[src/design/acc_pkg.sv]
// Purpose: Shared constants for the auxiliary converter control block.
// Assumes: Byte-wide register port, one device clock.
// Notes:   Result locations and the pin-sync fields sit at spare offsets.
`default_nettype none
package acc_pkg;
  // Register offsets.
  localparam logic [7:0] ACC_FS_REF_ADDR  = 8'h17;
  localparam logic [7:0] ACC_ADC_CTRL_ADDR = 8'h22;
  localparam logic [7:0] ACC_DAC_A_ADDR   = 8'h24;
  localparam logic [7:0] ACC_DAC_B_ADDR   = 8'h25;
  localparam logic [7:0] ACC_DAC_C_ADDR   = 8'h26;
  localparam logic [7:0] ACC_DAC_UPD_ADDR = 8'h28;
  localparam logic [7:0] ACC_DAC_PWR_ADDR = 8'h29;
  localparam logic [7:0] ACC_RES_A1_HI    = 8'h2a;
  localparam logic [7:0] ACC_RES_A1_LO    = 8'h2b;
  localparam logic [7:0] ACC_RES_A2_HI    = 8'h2c;
  localparam logic [7:0] ACC_RES_A2_LO    = 8'h2d;
  localparam logic [7:0] ACC_RES_B_HI     = 8'h2e;
  localparam logic [7:0] ACC_RES_B_LO     = 8'h2f;
  // Field positions.
  localparam int ACC_REF_FS_BIT   = 0;
  localparam int ACC_REF_EN_BIT   = 1;
  localparam int ACC_DAC_FS_LSB   = 2;
  localparam int ACC_START_A_BIT  = 0;
  localparam int ACC_SEL_A_BIT    = 1;
  localparam int ACC_REFSEL_A_BIT = 2;
  localparam int ACC_START_B_BIT  = 3;
  localparam int ACC_REFSEL_B_BIT = 5;
  localparam int ACC_SLAVE_BIT    = 7;
  localparam int ACC_PINSYNC_BIT  = 6;
  localparam int ACC_PINSEL_LSB   = 3;
  // Values after reset and at conversion start.
  localparam logic [7:0] ACC_REG_RST   = 8'h00;
  localparam logic [9:0] ACC_CODE_RST  = 10'h000;
  localparam logic [9:0] ACC_TRIAL_MSB = 10'h200;
  // Cycle counts.
  localparam int          ACC_AUX_DIV     = 4;
  localparam logic [3:0]  ACC_LAST_BIT    = 4'h9;
  localparam int          ACC_CONV_TICKS  = 12;
  typedef enum logic [1:0] {ACC_IDLE, ACC_SETUP, ACC_DECIDE, ACC_STORE}
    acc_sar_t;
endpackage
`default_nettype wire

[src/design/acc_aux_converter_control.sv]
// Purpose: Register file and sequencing for three voltage DACs and two
//          successive-approximation monitor ADCs.
// Assumes: The serial port core presents decoded byte accesses; the ADC
//          comparators are on-chip logic in the same clock domain.
// Notes:   One conversion takes twelve ticks of the divided auxiliary clock.
`default_nettype none
// How it works
// - After reset every auxiliary converter stays disabled and powered down.
// - ADC input switch closes only while its conversion is running.
// - Each DAC stays powered down until its power-up bit in 0x29 is set.
// - Each 8-bit DAC takes its straight binary code from registers 0x24-0x26.
// - Each DAC has its own two-bit full-scale select field in 0x17.
// - Without a sync mode, a DAC updates right after its code write.
// - Writing one to bit 7 of 0x28 enters register-triggered mode.
// - In that mode, update bits 2-0 of 0x28 load DACs C, B, A.
// - Selected DACs update together on a rising edge of the power-down pin.
// - Two independent 10-bit successive-approximation ADCs are provided.
// - ADCs stay powered down and power up automatically for each conversion.
// - Bit 1 of 0x22 picks which pin feeds monitor converter A.
// - That select bit resets low, which routes the second input pin.
// - By default both ADCs use the buffered supply as full-scale reference.
// - Enable and full-scale bits in 0x17 pick internal 2.5 V or 3.0 V.
// - A set reference-select bit without internal enable uses external pin.
// - Conversions start and results return through the register map.
// - Enable, full-scale and channel select all one give internal 2.5 V.
// - Writing one to bit 0 or bit 3 of 0x22 starts A or B.
// - A finished 10-bit result lands in a two-address slot per input.
module acc_aux_converter_control
  import acc_pkg::*;
#(
  parameter int AUX_DIV = acc_pkg::ACC_AUX_DIV
)
(
  // Clock and reset.
  input  wire logic       clock,
  input  wire logic       srst,
  // Register access from the serial port core.
  input  wire logic [7:0] reg_addr,
  input  wire logic [7:0] reg_wdata,
  input  wire logic       reg_write,
  input  wire logic       reg_read,
  output logic      [7:0] reg_rdata,
  // Transmit power-down pin.
  input  wire logic       tx_powerdown_pin,
  // Auxiliary DAC controls.
  output logic      [7:0] voltage_out_channel_a,
  output logic      [7:0] voltage_out_channel_b,
  output logic      [7:0] voltage_out_channel_c,
  output logic      [2:0] dac_power_up,
  output logic      [5:0] dac_fullscale_select,
  // Auxiliary ADC controls.
  input  wire logic [1:0] adc_comp_high,
  output logic      [1:0] adc_power_on,
  output logic      [9:0] monitor_converter_a_trial,
  output logic      [9:0] monitor_converter_b_trial,
  output logic            first_converter_input_one_connect,
  output logic            first_converter_input_two_connect,
  output logic            monitor_converter_b_connect,
  // Reference routing.
  output logic      [1:0] adc_ref_supply_buffer,
  output logic      [1:0] adc_ref_internal,
  output logic      [1:0] adc_ref_external,
  output logic            internal_reference_enable,
  output logic            internal_reference_fullscale
);
  import acc_pkg::*;

  // One SAR step: keep or drop the bit under test, then try the next one.
  function automatic logic [9:0] sar_step(input logic [9:0] trial,
                                          input logic       keep,
                                          input logic [3:0] idx);
    logic [9:0] mask;
    mask = ACC_TRIAL_MSB >> idx;
    sar_step = (keep ? trial : (trial & ~mask)) | (mask >> 1);
  endfunction
  logic [7:0] fs_ref;
  logic [7:0] adc_ctrl;
  logic [7:0] upd_ctrl;
  logic [7:0] pending [3];
  logic [7:0] active  [3];
  logic [9:0] res_a1;
  logic [9:0] res_a2;
  logic [9:0] res_b;
  logic [9:0] trial   [2];
  logic [3:0] bit_idx [2];
  acc_sar_t   state   [2];
  logic [7:0] div_cnt;
  logic       tick;
  logic       pin_s1;
  logic       pin_s2;
  logic       pin_s3;
  logic       pin_level;
  logic       pin_rise;
  // Decoding.
  wire wr_fs   = reg_write && reg_addr == ACC_FS_REF_ADDR;
  wire wr_adc  = reg_write && reg_addr == ACC_ADC_CTRL_ADDR;
  wire wr_upd  = reg_write && reg_addr == ACC_DAC_UPD_ADDR;
  wire wr_pwr  = reg_write && reg_addr == ACC_DAC_PWR_ADDR;
  wire slave   = upd_ctrl[ACC_SLAVE_BIT];
  wire pinsync = upd_ctrl[ACC_PINSYNC_BIT];
  wire [2:0] pinsel = upd_ctrl[ACC_PINSEL_LSB +: 3];
  wire ref_en  = fs_ref[ACC_REF_EN_BIT];
  wire [1:0] refsel = {adc_ctrl[ACC_REFSEL_B_BIT],
                       adc_ctrl[ACC_REFSEL_A_BIT]};
  wire sel_start = reg_wdata[ACC_SEL_A_BIT];
  wire [1:0] busy = {state[1] != ACC_IDLE, state[0] != ACC_IDLE};
  wire [1:0] go = {wr_adc && reg_wdata[ACC_START_B_BIT] && !busy[1],
                   wr_adc && reg_wdata[ACC_START_A_BIT] && !busy[0]};
  wire [1:0] done = {state[1] == ACC_STORE && tick,
                     state[0] == ACC_STORE && tick};
  wire [7:0] ctrl_rd = {adc_ctrl[7:4], busy[1], adc_ctrl[2:1], busy[0]};
  // Results and status read back through the register map.
  wire [7:0] rd_mux =
    reg_addr == ACC_FS_REF_ADDR   ? fs_ref :
    reg_addr == ACC_ADC_CTRL_ADDR ? ctrl_rd :
    reg_addr == ACC_DAC_A_ADDR    ? pending[0] :
    reg_addr == ACC_DAC_B_ADDR    ? pending[1] :
    reg_addr == ACC_DAC_C_ADDR    ? pending[2] :
    reg_addr == ACC_DAC_UPD_ADDR  ? {upd_ctrl[7:3], 3'h0} :
    reg_addr == ACC_DAC_PWR_ADDR  ? {5'h00, dac_power_up} :
    reg_addr == ACC_RES_A1_HI     ? res_a1[9:2] :
    reg_addr == ACC_RES_A1_LO     ? {6'h00, res_a1[1:0]} :
    reg_addr == ACC_RES_A2_HI     ? res_a2[9:2] :
    reg_addr == ACC_RES_A2_LO     ? {6'h00, res_a2[1:0]} :
    reg_addr == ACC_RES_B_HI      ? res_b[9:2] :
    reg_addr == ACC_RES_B_LO      ? {6'h00, res_b[1:0]} : 8'h00;
  always_ff @(posedge clock)
  begin
    if (srst)
    begin
      fs_ref       <= ACC_REG_RST;
      adc_ctrl     <= ACC_REG_RST;
      upd_ctrl     <= ACC_REG_RST;
      dac_power_up <= 3'h0;
      reg_rdata    <= ACC_REG_RST;
    end
    else
    begin
      if (wr_fs)
        fs_ref <= reg_wdata;
      if (wr_adc)
        adc_ctrl <= {reg_wdata[7:4], 1'b0, reg_wdata[2:1], 1'b0};
      if (wr_upd)
        upd_ctrl <= {reg_wdata[7:3], 3'h0};
      if (wr_pwr)
        dac_power_up <= reg_wdata[2:0];
      if (reg_read)
        reg_rdata <= rd_mux;
    end
  end
  // Full-scale selects and reference routing.
  always_ff @(posedge clock)
  begin
    if (srst)
    begin
      dac_fullscale_select         <= 6'h00;
      adc_ref_supply_buffer        <= 2'h3;
      adc_ref_internal             <= 2'h0;
      adc_ref_external             <= 2'h0;
      internal_reference_enable    <= 1'b0;
      internal_reference_fullscale <= 1'b0;
    end
    else
    begin
      dac_fullscale_select         <= fs_ref[ACC_DAC_FS_LSB +: 6];
      adc_ref_supply_buffer        <= ~refsel;
      adc_ref_internal             <= refsel & {2{ref_en}};
      adc_ref_external             <= refsel & {2{!ref_en}};
      internal_reference_enable    <= ref_en;
      internal_reference_fullscale <= fs_ref[ACC_REF_FS_BIT];
    end
  end
  // Power-down pin: three stages, a change counts once stages 2 and 3 agree.
  always_ff @(posedge clock)
  begin
    if (srst)
    begin
      pin_s1    <= 1'b0;
      pin_s2    <= 1'b0;
      pin_s3    <= 1'b0;
      pin_level <= 1'b0;
      pin_rise  <= 1'b0;
    end
    else
    begin
      pin_s1 <= tx_powerdown_pin;
      pin_s2 <= pin_s1;
      pin_s3 <= pin_s2;
      if (pin_s2 == pin_s3)
        pin_level <= pin_s3;
      pin_rise <= pin_s2 == pin_s3 && pin_s3 && !pin_level;
    end
  end
  // DAC codes: pending on write, active on the chosen update event.
  for (genvar i = 0; i < 3; i++)
  begin : g_dac
    wire wr_code = reg_write && reg_addr == ACC_DAC_A_ADDR + 8'(i);
    wire by_pin  = pinsync && pinsel[i];
    wire imm     = !slave && !by_pin;
    wire trig    = slave ? (wr_upd && reg_wdata[i])
                         : (by_pin && pin_rise);
    always_ff @(posedge clock)
    begin
      if (srst)
      begin
        pending[i] <= ACC_REG_RST;
        active[i]  <= ACC_REG_RST;
      end
      else
      begin
        if (wr_code)
          pending[i] <= reg_wdata;
        if (wr_code && imm)
          active[i] <= reg_wdata;
        else if (trig)
          active[i] <= pending[i];
      end
    end
  end
  assign voltage_out_channel_a = active[0];
  assign voltage_out_channel_b = active[1];
  assign voltage_out_channel_c = active[2];

  // Auxiliary ADC clock as a one-cycle enable.
  always_ff @(posedge clock)
  begin
    if (srst)
    begin
      div_cnt <= 8'h00;
      tick    <= 1'b0;
    end
    else
    begin
      tick    <= div_cnt == 8'(AUX_DIV - 1);
      div_cnt <= div_cnt == 8'(AUX_DIV - 1) ? 8'h00 : div_cnt + 8'h01;
    end
  end

  // Two independent SAR sequencers: setup, ten decisions, store.
  for (genvar i = 0; i < 2; i++)
  begin : g_sar
    always_ff @(posedge clock)
    begin
      if (srst)
      begin
        state[i]   <= ACC_IDLE;
        trial[i]   <= ACC_CODE_RST;
        bit_idx[i] <= 4'h0;
      end
      else
      begin
        unique case (state[i])
          ACC_IDLE:
            if (go[i])
            begin
              state[i] <= ACC_SETUP;
              trial[i] <= ACC_TRIAL_MSB;
            end
          ACC_SETUP:
            if (tick)
            begin
              state[i]   <= ACC_DECIDE;
              bit_idx[i] <= 4'h0;
            end
          ACC_DECIDE:
            if (tick)
            begin
              trial[i]   <= sar_step(trial[i], adc_comp_high[i], bit_idx[i]);
              bit_idx[i] <= bit_idx[i] + 4'h1;
              if (bit_idx[i] == ACC_LAST_BIT)
                state[i] <= ACC_STORE;
            end
          ACC_STORE:
            if (tick)
              state[i] <= ACC_IDLE;
        endcase
      end
    end
  end
  assign monitor_converter_a_trial = trial[0];
  assign monitor_converter_b_trial = trial[1];

  // Power, input switches and result slots.
  always_ff @(posedge clock)
  begin
    if (srst)
    begin
      adc_power_on                      <= 2'h0;
      first_converter_input_one_connect <= 1'b0;
      first_converter_input_two_connect <= 1'b0;
      monitor_converter_b_connect       <= 1'b0;
      res_a1 <= ACC_CODE_RST;
      res_a2 <= ACC_CODE_RST;
      res_b  <= ACC_CODE_RST;
    end
    else
    begin
      adc_power_on <= (adc_power_on | go) & ~done;
      if (go[0])
      begin
        first_converter_input_one_connect <= sel_start;
        first_converter_input_two_connect <= !sel_start;
      end
      else if (done[0])
      begin
        first_converter_input_one_connect <= 1'b0;
        first_converter_input_two_connect <= 1'b0;
      end
      if (go[1])
        monitor_converter_b_connect <= 1'b1;
      else if (done[1])
        monitor_converter_b_connect <= 1'b0;
      if (done[0] && first_converter_input_one_connect)
        res_a1 <= trial[0];
      if (done[0] && first_converter_input_two_connect)
        res_a2 <= trial[0];
      if (done[1])
        res_b <= trial[1];
    end
  end
endmodule
`default_nettype wire

[config.mk]
export PLATFORM = sky130hd
export DESIGN_NAME = acc_aux_converter_control
export DESIGN_NICKNAME = d
export VERILOG_FILES = /design/src/design/acc_pkg.sv /design/src/design/acc_aux_converter_control.sv
export SDC_FILE = /design/constraint.sdc
export NUM_CORES = 1
export LEC_CHECK = 0
export ABC_AREA = 1
export ABC_CLOCK_PERIOD_IN_PS = 3000
export BUFFER_PORTS_ARGS = -buffer_cell sky130_fd_sc_hd__buf_2
export CAP_MARGIN = 25
export CORE_MARGIN = 10
export CORE_UTILIZATION = 45
export DETAILED_ROUTE_END_ITERATION = 8
export HOLD_SLACK_MARGIN = 0.02
export PLACE_DENSITY_LB_ADDON = 0.05
export SLEW_MARGIN = 20
export SYNTH_ARGS = -nofsm -noshare
export SYNTH_HDL_FRONTEND = slang
export SYNTH_SLANG_ARGS = --single-unit
[constraint.sdc]
create_clock -name clock -period 3 [get_ports clock]
set_input_delay 0.6 -clock clock [delete_from_list [all_inputs] [get_ports clock]]
set_output_delay 0.6 -clock clock [all_outputs]
set_load 0.05 [all_outputs]
Yosys cells after proc, flatten, opt, wreduce, memory -nomap -nowiden
Memory sizes are Yosys's and may differ from the RTL's. Cells that the tools add are included.

Flip-flop bits (word level): 93. Bits in latches: 0. Bits in writable memories: 80. Bits in read-only memories: 0. Output and inout port bits: 74. Memories kept: 5.

Add/subtract/negate cells: 3. $mul: 0. Div/mod/pow operators: 0. $lt $le $gt $ge: 0. Eq/ne operators: 23. Shifts and indexed selects: 2. Muxes and demuxes: 117. Bitwise logic cells: 37. Reduce and logical (&&, ||, !) cells: 48.

Memory list: active (words 3, bits a word 8, rd ports 3, clocked after Yosys merged registers in 0, wr ports 3, RTL line acc_aux_converter_control.sv:80) `logic [7:0] active [3];`; pending (words 3, bits a word 8, rd ports 3, clocked after Yosys merged registers in 0, wr ports 3, RTL line acc_aux_converter_control.sv:79) `logic [7:0] pending [3];`; trial (words 2, bits a word 10, rd ports 2, clocked after Yosys merged registers in 0, wr ports 2, RTL line acc_aux_converter_control.sv:84) `logic [9:0] trial [2];`; bit_idx (words 2, bits a word 4, rd ports 2, clocked after Yosys merged registers in 0, wr ports 2, RTL line acc_aux_converter_control.sv:85) `logic [3:0] bit_idx [2];`; state (words 2, bits a word 2, rd ports 2, clocked after Yosys merged registers in 0, wr ports 2, RTL line acc_aux_converter_control.sv:86) `acc_sar_t state [2];`.

Operator list (count): two-way mux 8 bit (21); equality test 8 x 6 -> 1 bit, second input constant (12); two-way mux 1 bit (77); two-way mux 10 bit (6); logical AND 1 bit (32); bitwise OR 1 bit (25); bitwise AND 10 bit (2); inverter 10 bit (2); bitwise OR 10 x 9 -> 10 bit (2); right shift 10 x 4 -> 10 bit, first input constant (2); two-way mux 2 bit (9); two-way mux 4 bit (4); zero test 1 bit (9); adder 4 x 1 -> 4 bit, second input constant (2); adder 8 x 1 -> 8 bit, second input constant (1); equality test 2 bit, second input constant (4); equality test 4 bit, second input constant (2); equality test 8 x 2 -> 1 bit, second input constant (1); equality test 8 x 5 -> 1 bit, second input constant (1); nonzero test 2 bit (4); bitwise AND 2 bit (3); equality test 2 x 1 -> 1 bit, second input constant (2); zero test 2 bit (2); inverter 2 bit (2); other kinds (3) (3).

Logic depth before layout (Yosys ltp)
Gate-level depths: netlist (run 1).

Depth after elaboration: 14. Gate-level depth with buffers: 14.

Worst setup path before layout (run 1)
Ideal clock, no wire load.

Path type: in2reg. Start point: input port reg_addr[4]. End point: memory active[1][0] (enable). Setup time: 0.329 ns. Arrival time: 2.343 ns. Slack: 0.328 ns. Stages: 10. Path buffers: 1. Cells stage by stage: inv_2 -> nand2_1 -> nor2_2 -> buf_4 -> nand2_2 -> nor2_1 -> inv_1 -> o21ai_0 -> o21ai_0 -> nand2_1.

RTL lines: start: declaration (RTL line acc_aux_converter_control.sv:38) `input wire logic [7:0] reg_addr,`; end: declaration (RTL line acc_aux_converter_control.sv:80).

==> reports/qor.csv, run 1 <==
metric,value,unit
run status,completed,
ys async rst share,0,
Final Hold Viols,0,
H-tree levels,4,
TritonCTS clock tree,yes,
DPL Wire Length,15.5,mm
yosys warns,0,
max-slew violations,0,
final cycle utilization of the critical path,0.804,
kind of critical path,input port to flop,
reg2reg path depth,10,
total track usage,0.181,
Placed Area,8360,um^2
"Clk pin slew, worst setup/hold paths",70,ps
Rel. slew slack,0.573,
Critical Path Fanout Max,10,
Initial Utilization,0.460,
area of the core,16600,um^2
Setup crit end,trial[1][9],
Routed WL per cell,16.4,um
number of fillers in the final layout,1626,
setup_tns,0,ps
Seq. cell area,4260,um^2
post-synth cell types,39,
Final Critical Period,2410,ps
number of synthesized register bits,173,
Max Cap Viol,0,
via count,6323,
IO Count,97,
crit start category,input port,
Syn Nets,931,
DR vias/cell,5.15,
layout cell share with drive strength beyond 1,0.163,
"Top FF cell, synth",dfxtp_1,
largest net degree at the start of global routing,36,
leakage power,0.00368,uW
area of the multi-input gates,2770,um^2
VDD IR-drop max,0.000402,V
Post-Route WL,20.2,mm
CTS resizes,0,
register-to-register setup slack,970,ps
hold crit path type,input port to flop,
Die ar.,22500,um^2
Site Rows,47,
Ant. Diodes,0,
Mapped Cells,894,
Post-synth EDFFs,80,
hold buffers post-CTS,0,
initial antenna violation count,0,
CTS Buffer Depth,2,
crit path launch,reg_addr[0],
fmax,414,MHz
Clock Skews,9.44,ps
Buffers on Ports,96,
gpl congestion,0.854,
Root Driver,clkbuf_16,
worst-margin pin slew,635,ps
Final Instance Area,8940,um^2
Setup crit end kind,flop,
WP data arrival,2560,ps
Post-Syn Area,7620,um^2
Pwr Density,562,nW/um^2
Num CTS Buffers,17,
mean post-synth cell area,8.53,um^2
FF-to-FF Start,tick,
die extent in x,150,um
"Clk Latency, worst-skew pair",430,ps
Die H,150,um
Final Core Density,0.539,
nets,1031,
RR Endpoint,trial[1][9],
Clock Sinks,173,
first-pass GRT wire length,31.8,mm
GRT Residual Overflow,0,
# placed instances,1195,
starting DRC count in detailed routing,451,
DR pass1 iterations,5,
# setup viols final,0,
sequential share of the synthesized area,0.559,
Finished Layout Cells,1227,
Critical Path RT,3150,ps
post-route ant nets,0,
RSZ-0062 raised after global routing,no,
post-CTS setup buffer count,0,
Synth-to-Final Area Change,17.3,%
vias in the first global route,5990,
# DRC,0,
[critical path: stages]
cell	delay [ps]
buf_2	120
inv_1	100
nand2_1	160
nor4_2	410
nand2_1	140
inv_2	140
nand4_1	180
nand2_1	110
inv_1	50
nand2_1	300
o21ai_0	150
inv_1	80
[kinds of logic after synthesis]
family	synth area share
adder cells (fa/ha/maj)	0.0230
buffers and inverters	0.0778
flip-flops	0.559
XOR/XNOR	0.00115
AND/OR/NAND/NOR	0.196
AO/OA/AOI/OAI	0.142
[per-layer routing]
metal	vias up	GRT usage	wire, um
met2	183	0.310	9900
met3	25	0.0435	1310
li1	3172	-	-
met4	0	0.0544	328
met1	2943	0.221	8640
met5	-	0	0
[flip-flops by register name (all words and copies together) (netlist names), 4 cells and up]
| register | cells |
|---|---|
| active | 24 |
| adc_ctrl | 6 |
| fs_ref | 8 |
| bit_idx | 8 |
| dac_fullscale_select | 6 |
| state | 4 |
| pending | 24 |
| res_a2 | 10 |
| div_cnt | 8 |
| trial | 20 |
| res_b | 10 |
| res_a1 | 10 |
| reg_rdata | 8 |
| upd_ctrl | 5 |
[layout make-up]
cell class              count  share of cell area
flip-flops and latches    173               0.477
multi-input cells         564               0.309
repair buffers            106              0.0621
clock buffers              22              0.0578
inverters                 132              0.0554
well taps                 220              0.0308
clock inverters            10             0.00783
[cell usage in the layout (no fill, tap or decap), drive strengths merged]
| cell type | n |
|---|---|
| a211oi | 1 |
| a21oi | 69 |
| a22oi | 1 |
| a31oi | 1 |
| buf | 106 |
| clkbuf | 22 |
| clkinv | 4 |
| clkinvlp | 2 |
| dfxtp | 93 |
| edfxtp | 80 |
| ha | 14 |
| inv | 136 |
| nand2 | 132 |
| nand3 | 51 |
| nand4 | 11 |
| nor2 | 130 |
| nor3 | 14 |
| nor3b | 2 |
| nor4 | 4 |
| o2111ai | 2 |
| o211ai | 2 |
| o21a | 1 |
| o21ai | 107 |
| o21bai | 1 |
| o22ai | 16 |
| o2bb2ai | 1 |
| o32ai | 1 |
| or2 | 2 |
| xor2 | 1 |
[stage by stage]
step                setup slack, ps  power [uW]  hold slack [ps]
finish                          587        5030              378
global route                    284        5190              376
CTS                             605        5060              372
detailed placement              148        2920              407
global placement                278        2920              404
floorplan                       328        2810              388
[cells in the mapped netlist, types with 3 or more instances]
library cell | instances | area, um^2
nor3_1 | 13 | 65.1
nor2_1 | 124 | 465
buf_1 | 3 | 11.3
o21ai_0 | 100 | 500
nand3_1 | 51 | 255
o21ai_1 | 7 | 35.0
inv_1 | 121 | 454
nor4_1 | 3 | 18.8
nand2_1 | 130 | 488
edfxtp_1 | 80 | 2400
o22ai_1 | 16 | 100
nand4_1 | 10 | 62.6
dfxtp_1 | 93 | 1860
a21oi_1 | 69 | 345
inv_2 | 10 | 37.5
ha_1 | 14 | 175
nor2_4 | 3 | 33.8
clkbuf_1 | 21 | 78.8
[power by group]
| part | total, uW | leakage [uW] | switching [uW] | internal (uW) |
|---|---|---|---|---|
| logic | 316 | 0.00183 | 247 | 68.4 |
| clock network | 2160 | 0.000290 | 926 | 1230 |
| registers | 2560 | 0.00156 | 39.0 | 2520 |
[worst min-delay path by stage]
stage / cells past startpoint / endpoint / from
3_3_place_gp: 1 / pin_rise / pin_level
6_report: 3 / pin_s1 / tx_powerdown_pin
2_1_floorplan: 2 / pin_s2 / pin_s1
3_5_place_dp: 1 / pin_rise / pin_level
5_1_grt: 3 / pin_s1 / tx_powerdown_pin
4_1_cts: 3 / pin_s1 / tx_powerdown_pin
Power figures use the tool's default switching activity.
==> inputs of run 2 (changes only) <==
--- a/config.mk
+++ b/config.mk
@@ -5,8 +5,8 @@
 export SDC_FILE = /design/constraint.sdc
 export NUM_CORES = 1
 export LEC_CHECK = 0
-export ABC_AREA = 1
-export ABC_CLOCK_PERIOD_IN_PS = 3000
+export ABC_AREA = 0
+export ABC_CLOCK_PERIOD_IN_PS = 2200
 export BUFFER_PORTS_ARGS = -buffer_cell sky130_fd_sc_hd__buf_2
 export CAP_MARGIN = 25
 export CORE_MARGIN = 10
==> constraint.sdc (replaced) <==
create_clock -name clock -period 2.2 [get_ports clock]
set_input_delay 0.44 -clock clock [delete_from_list [all_inputs] [get_ports clock]]
set_output_delay 0.44 -clock clock [all_outputs]
set_load 0.05 [all_outputs]
==> run 2 against run 1 <==
Effect of this change:
- via count up 3.9%
- clock power up 43%
- area after synthesis is 3.8% higher
- utilization rose by 1.6 points
- highest routed layer unchanged
- sequential power is 37% higher
- worst setup slack got worse by 340 ps
- synthesized cell count is 11% lower
- routed wire length grew 16%
- critical path type unchanged
- hold slack lost 160 ps
- register-to-register slack worse by 560 ps
- count of clock-buffer cells in the layout shrank 3
==> reports/qor.csv, run 2 <==
metric,value,unit
run status,completed,
GRT Residual Overflow,0,
Hold Crit Depth,2,
RSZ-0062 raised after global routing,no,
Syn Nets,835,
Flop pwr share,0.489,
# DRC,0,
internal power,5320,uW
max incr delay on CP,580,ps
"most common cell after layout, fill and taps aside",nand2_1,
family with the most delay on the worst path,simple AND/OR/NAND/NOR gates,
sequential share of the synthesized area,0.539,
yosys warns,0,
VDD IR-drop max,0.000501,V
total track usage,0.196,
"Max stage delay cell, worst path",or4b_4,
Critical Path RT,2490,ps
WP data arrival,2250,ps
largest registers,"active: 24 flops, pending: 24 flops, trial: 20 flops",
fmax,512,MHz
leakage power,0.00385,uW
# setup viols final,0,
CTS Buffer Depth,2,
hold crit path type,input port to flop,
Num CTS Buffers,17,
Mapped Cells,798,
Sw Share,0.257,
layout cell share with drive strength beyond 1,0.216,
die extent in x,153,um
via count,6567,
Rel. slew slack,0.654,
initial antenna violation count,0,
"Top FF cell, synth",dfxtp_1,
setup_tns,0,ps
Setup WS post-layout,245,ps
Final Instance Area,9570,um^2
Post-Route WL,23.4,mm
largest cells by area after synthesis,"edfxtp_1, dfxtp_1, nand2_1",
Final Hold Viols,0,
DPL Wire Length,17.6,mm
Setup crit end kind,flop,
first-pass GRT wire length,36.5,mm
number of synthesized register bits,173,
highest routed layer,met4,
Max Cap Viol,0,
dpl ws,-178,ps
WP buf/inv,3,
kind of critical path,input port to flop,
DRT met1 WL,10.1,mm
reg2reg path depth,6,
Pwr Density,747,nW/um^2
area of the core,17200,um^2
post-synth top area cell,edfxtp_1,
ys async rst share,0,
Placed Area,8970,um^2
Routed WL per cell,20.3,um
worst-margin pin slew,518,ps
DR vias/cell,5.70,
clock share of power,0.430,
crit start category,input port,
mean post-synth cell area,9.91,um^2
Clock Sinks,173,
hold buffers post-CTS,0,
most frequent cells in the layout,"nand2_1, buf_2, dfxtp_1",
"count leader, synth",nand2_1,
max-slew violations,0,
Die ar.,23300,um^2
post-CTS setup buffer count,0,
"Clk Latency, worst-skew pair",430,ps
Synth-to-Final Area Change,21.0,%
"Critical Path, Cell by Cell",buf_2 -> or4b_4 -> buf_12 -> nor3_2 -> buf_4 -> a222oi_1 -> a221oi_1 -> a2111oi_0,
combinational power share,0.081,
IO Count,97,
met2 routed WL,11.5,mm
Post-Syn Area,7910,um^2
Post-synth EDFFs,80,
TritonCTS clock tree,yes,
post-synth cell types,62,
post-route ant nets,0,
Ant. Diodes,0,
gpl congestion,0.933,
final cycle utilization of the critical path,0.889,
nets,951,
CTS resizes,0,
vias in the first global route,6493,
Buffers on Ports,96,
Critical Path Fanout Max,10,
"Clk pin slew, worst setup/hold paths",70,ps
Clock Skews,8.33,ps
Site Rows,48,
starting DRC count in detailed routing,461,
Die H,153,um
Root Driver,clkbuf_16,
most frequent cells after synthesis,"nand2_1, dfxtp_1, edfxtp_1, a21oi_1, nor2_1",
DR pass1 iterations,5,
largest net degree at the start of global routing,46,
H-tree levels,4,
share of the synthesized area in the top cell type,0.304,
Initial Utilization,0.459,
WP depth,8,
final hold slack,219,ps
Net Sw Power,1840,uW
wire length on met3,1.32,mm
Final Critical Period,1950,ps
==> run 2: changes by cell type after synthesis, moves of 27 or more <==
cell	change
o21ai_0	-88
a22o_1	+35
nor2_1	-65
and3_1	+27
inv_1	-101
==> run 2: cell families (layout without fill, tap and decap cells) <==
group           after synthesis  after routing  share of synthesized area
compound gates              193            193                      0.170
mux                          12             12                     0.0185
simple gates                321            321                      0.204
buf+inv                      77            206                     0.0378
xor+xnor                      8              8                    0.00886
fa+ha+maj                    14             14                     0.0221
flops                       173            173                      0.539
==> run 2: per-layer routing <==
| metal | vias up | track usage |
|---|---|---|
| met1 | 3192 | 0.242 |
| met4 | 0 | 0.0627 |
| met5 | - | 0 |
| li1 | 3141 | - |
| met3 | 24 | 0.0463 |
| met2 | 210 | 0.331 |
==> run 2: cell type report <==
type                            count  area (um^2)
Timing Repair Buffer              153          968
Tap cell                          225          282
Clock buffer                       19          464
Fill cell                        1550         7660
Sequential cell                   173         4260
Multi-Input combinational cell    548         3370
Clock inverter                     13          141
Inverter                           21         78.8
==> run 2: path summary, 6_finish.rpt <==
kind                   to  slack (ps)        startpoint
max          reg_rdata[4]         250       reg_addr[7]
min                pin_s1         220  tx_powerdown_pin
max reg2reg  reg_rdata[1]         410          res_b[1]
min reg2reg      pin_rise         430         pin_level
==> run 2: metrics by stage <==
stage / cells / power (uW) / util
3_5_place_dp: 1120 / 4150 / 0.520
5_1_grt: 1152 / 7410 / 0.555
4_1_cts: 1152 / 7200 / 0.555
3_3_place_gp: 1119 / 4150 / 0.520
6_report: 1152 / 7160 / 0.555
2_1_floorplan: 798 / 3910 / -
==> run 2: worst reg2reg max path, cell delays in order, from the launching register on <==
cell and delay, ps:
dfxtp_1 310, mux4_2 490, nor2b_1 160, a221oi_1 290, buf_4 170, o21a_1 160, o41ai_2 80
==> run 2: power groups by stage <==
stage	clock (uW)	sequential [uW]	combinational, uW
finish	3080	3500	578
global route	3280	3510	621
CTS	3120	3500	578
detailed placement	0	3580	575
global placement	0	3570	573
floorplan	0	3660	253
==> inputs of run 3 (changes only) <==
--- a/config.mk
+++ b/config.mk
@@ -14,6 +14,7 @@
 export DETAILED_ROUTE_END_ITERATION = 8
 export HOLD_SLACK_MARGIN = 0.02
 export PLACE_DENSITY_LB_ADDON = 0.05
+export RECOVER_POWER = 100
 export SLEW_MARGIN = 20
 export SYNTH_ARGS = -nofsm -noshare
 export SYNTH_HDL_FRONTEND = slang
==> run 3 against run 2 <==
Effect of this change:
- sequential share of layout area grew 0.87 points
- critical path type unchanged
- sequential cell count unchanged
- sequential power barely moved
- critical path depth is the same
- largest cell class unchanged
- largest power group unchanged
==> reports/qor.csv, run 3 (synthesized netlist as in run 2, its figures left out) <==
metric,value,unit
"Critical Path, Cell by Cell",clkbuf_1 -> or4b_1 -> clkbuf_1 -> nor3_2 -> buf_4 -> a222oi_1 -> a221oi_1 -> a2111oi_0,
"most common cell after layout, fill and taps aside",nand2_1,
GRT Residual Overflow,0,
Routed WL per cell,20.3,um
final hold slack,215,ps
Final Critical Period,2080,ps
layout cell share with drive strength beyond 1,0.117,
nets,951,
most frequent cells in the layout,"nand2_1, dfxtp_1, clkbuf_1",
first-pass GRT wire length,36.5,mm
clock share of power,0.431,
Max Cap Viol,0,
run status,completed,
Sw Share,0.258,
initial antenna violation count,0,
max incr delay on CP,610,ps
largest registers,"active: 24 flops, pending: 24 flops, trial: 20 flops",
H-tree levels,4,
"Clk pin slew, worst setup/hold paths",70,ps
hold crit path type,input port to flop,
crit start category,input port,
Synth-to-Final Area Change,18.7,%
starting DRC count in detailed routing,499,
die extent in x,153,um
Root Driver,clkbuf_16,
Rel. slew slack,0.368,
most numerous cell on the critical path,clkbuf_1,
DR pass1 iterations,5,
TritonCTS clock tree,yes,
Final Hold Viols,0,
Pwr Density,761,nW/um^2
Post-Route WL,23.4,mm
Tot Pwr,7140,uW
leakage power,0.00350,uW
Initial Utilization,0.459,
number of fillers in the final layout,1612,
Die H,153,um
worst-margin pin slew,948,ps
combinational power share,0.078,
vias in the first global route,6493,
Clock Sinks,173,
Critical Path RT,2470,ps
RSZ-0062 raised after global routing,no,
WP data arrival,2350,ps
gpl congestion,0.933,
post-route ant nets,0,
DR vias/cell,5.70,
via count,6563,
Die ar.,23300,um^2
internal power,5300,uW
CTS Buffer Depth,2,
# DRC,0,
Critical Path Fanout Max,10,
Flop pwr share,0.491,
area of the core,17200,um^2
total track usage,0.196,
DPL Wire Length,17.6,mm
post-CTS setup buffer count,0,
Setup crit end kind,flop,
CTS resizes,0,
fmax,481,MHz
kind of critical path,input port to flop,
"Max stage delay cell, worst path",or4b_1,
VDD IR-drop max,0.000506,V
Final Core Density,0.545,
final cycle utilization of the critical path,0.946,
IO Count,97,
Ant. Diodes,0,
Net Sw Power,1840,uW
largest net degree at the start of global routing,46,
Buffers on Ports,96,
hold buffers post-CTS,0,
Num CTS Buffers,17,
Site Rows,48,
max-slew violations,0,
Clock Skews,10.7,ps
"Clk Latency, worst-skew pair",430,ps
# setup viols final,0,
==> run 3: worst max-delay path: cells and delay by family <==
kind            cells  cell delay (ps)
compound gates      3              640
buf+inv             3              510
simple gates        2              740
==> run 3: power by group through the flow <==
| stage | sequential [uW] | clock (uW) | combinational [uW] |
|---|---|---|---|
| finish | 3500 | 3080 | 558 |
| floorplan | 3660 | 0 | 253 |
| CTS | 3500 | 3120 | 578 |
| detailed placement | 3580 | 0 | 575 |
| global route | 3510 | 3280 | 601 |
| global placement | 3570 | 0 | 573 |
==> run 3: final cells by class <==
cell class	count	area [um^2]	share of cell area
multi-input cells	548	3360	0.358
clock buffers	19	464	0.0494
clock inverters	13	141	0.0151
well taps	225	282	0.0300
flip-flops and latches	173	4260	0.454
inverters	21	78.8	0.00840
repair buffers	153	802	0.0854
==> run 3: path summary, 6_finish.rpt <==
check / start / to / slack (ps) / cells after the start
setup / recovery: reg_addr[7] / reg_rdata[4] / 120 / 8
hold / removal: tx_powerdown_pin / pin_s1 / 210 / 2
setup reg to reg: res_b[1] / reg_rdata[1] / 400 / 6
hold reg to reg: pin_level / pin_rise / 430 / 1
==> run 3: through the flow <==
step | setup TNS (ps) | cell area, um^2 | std cells | setup slack, ps
floorplan | -590 | 7950 | 798 | -117
global placement | -2310 | 8960 | 1119 | -152
detailed placement | -4820 | 8970 | 1120 | -178
CTS | 0 | 9570 | 1152 | 283
global route | 0 | 9390 | 1152 | 93.6
finish | 0 | 9390 | 1152 | 119
==> run 3: routing by layer <==
layer | share of wire | GRT usage | routed length, um
met1 | 0.43 | 0.242 | 10200
met4 | 0.020 | 0.0627 | 469
met5 | 0 | 0 | 0
met3 | 0.052 | 0.0463 | 1210
met2 | 0.49 | 0.331 | 11600
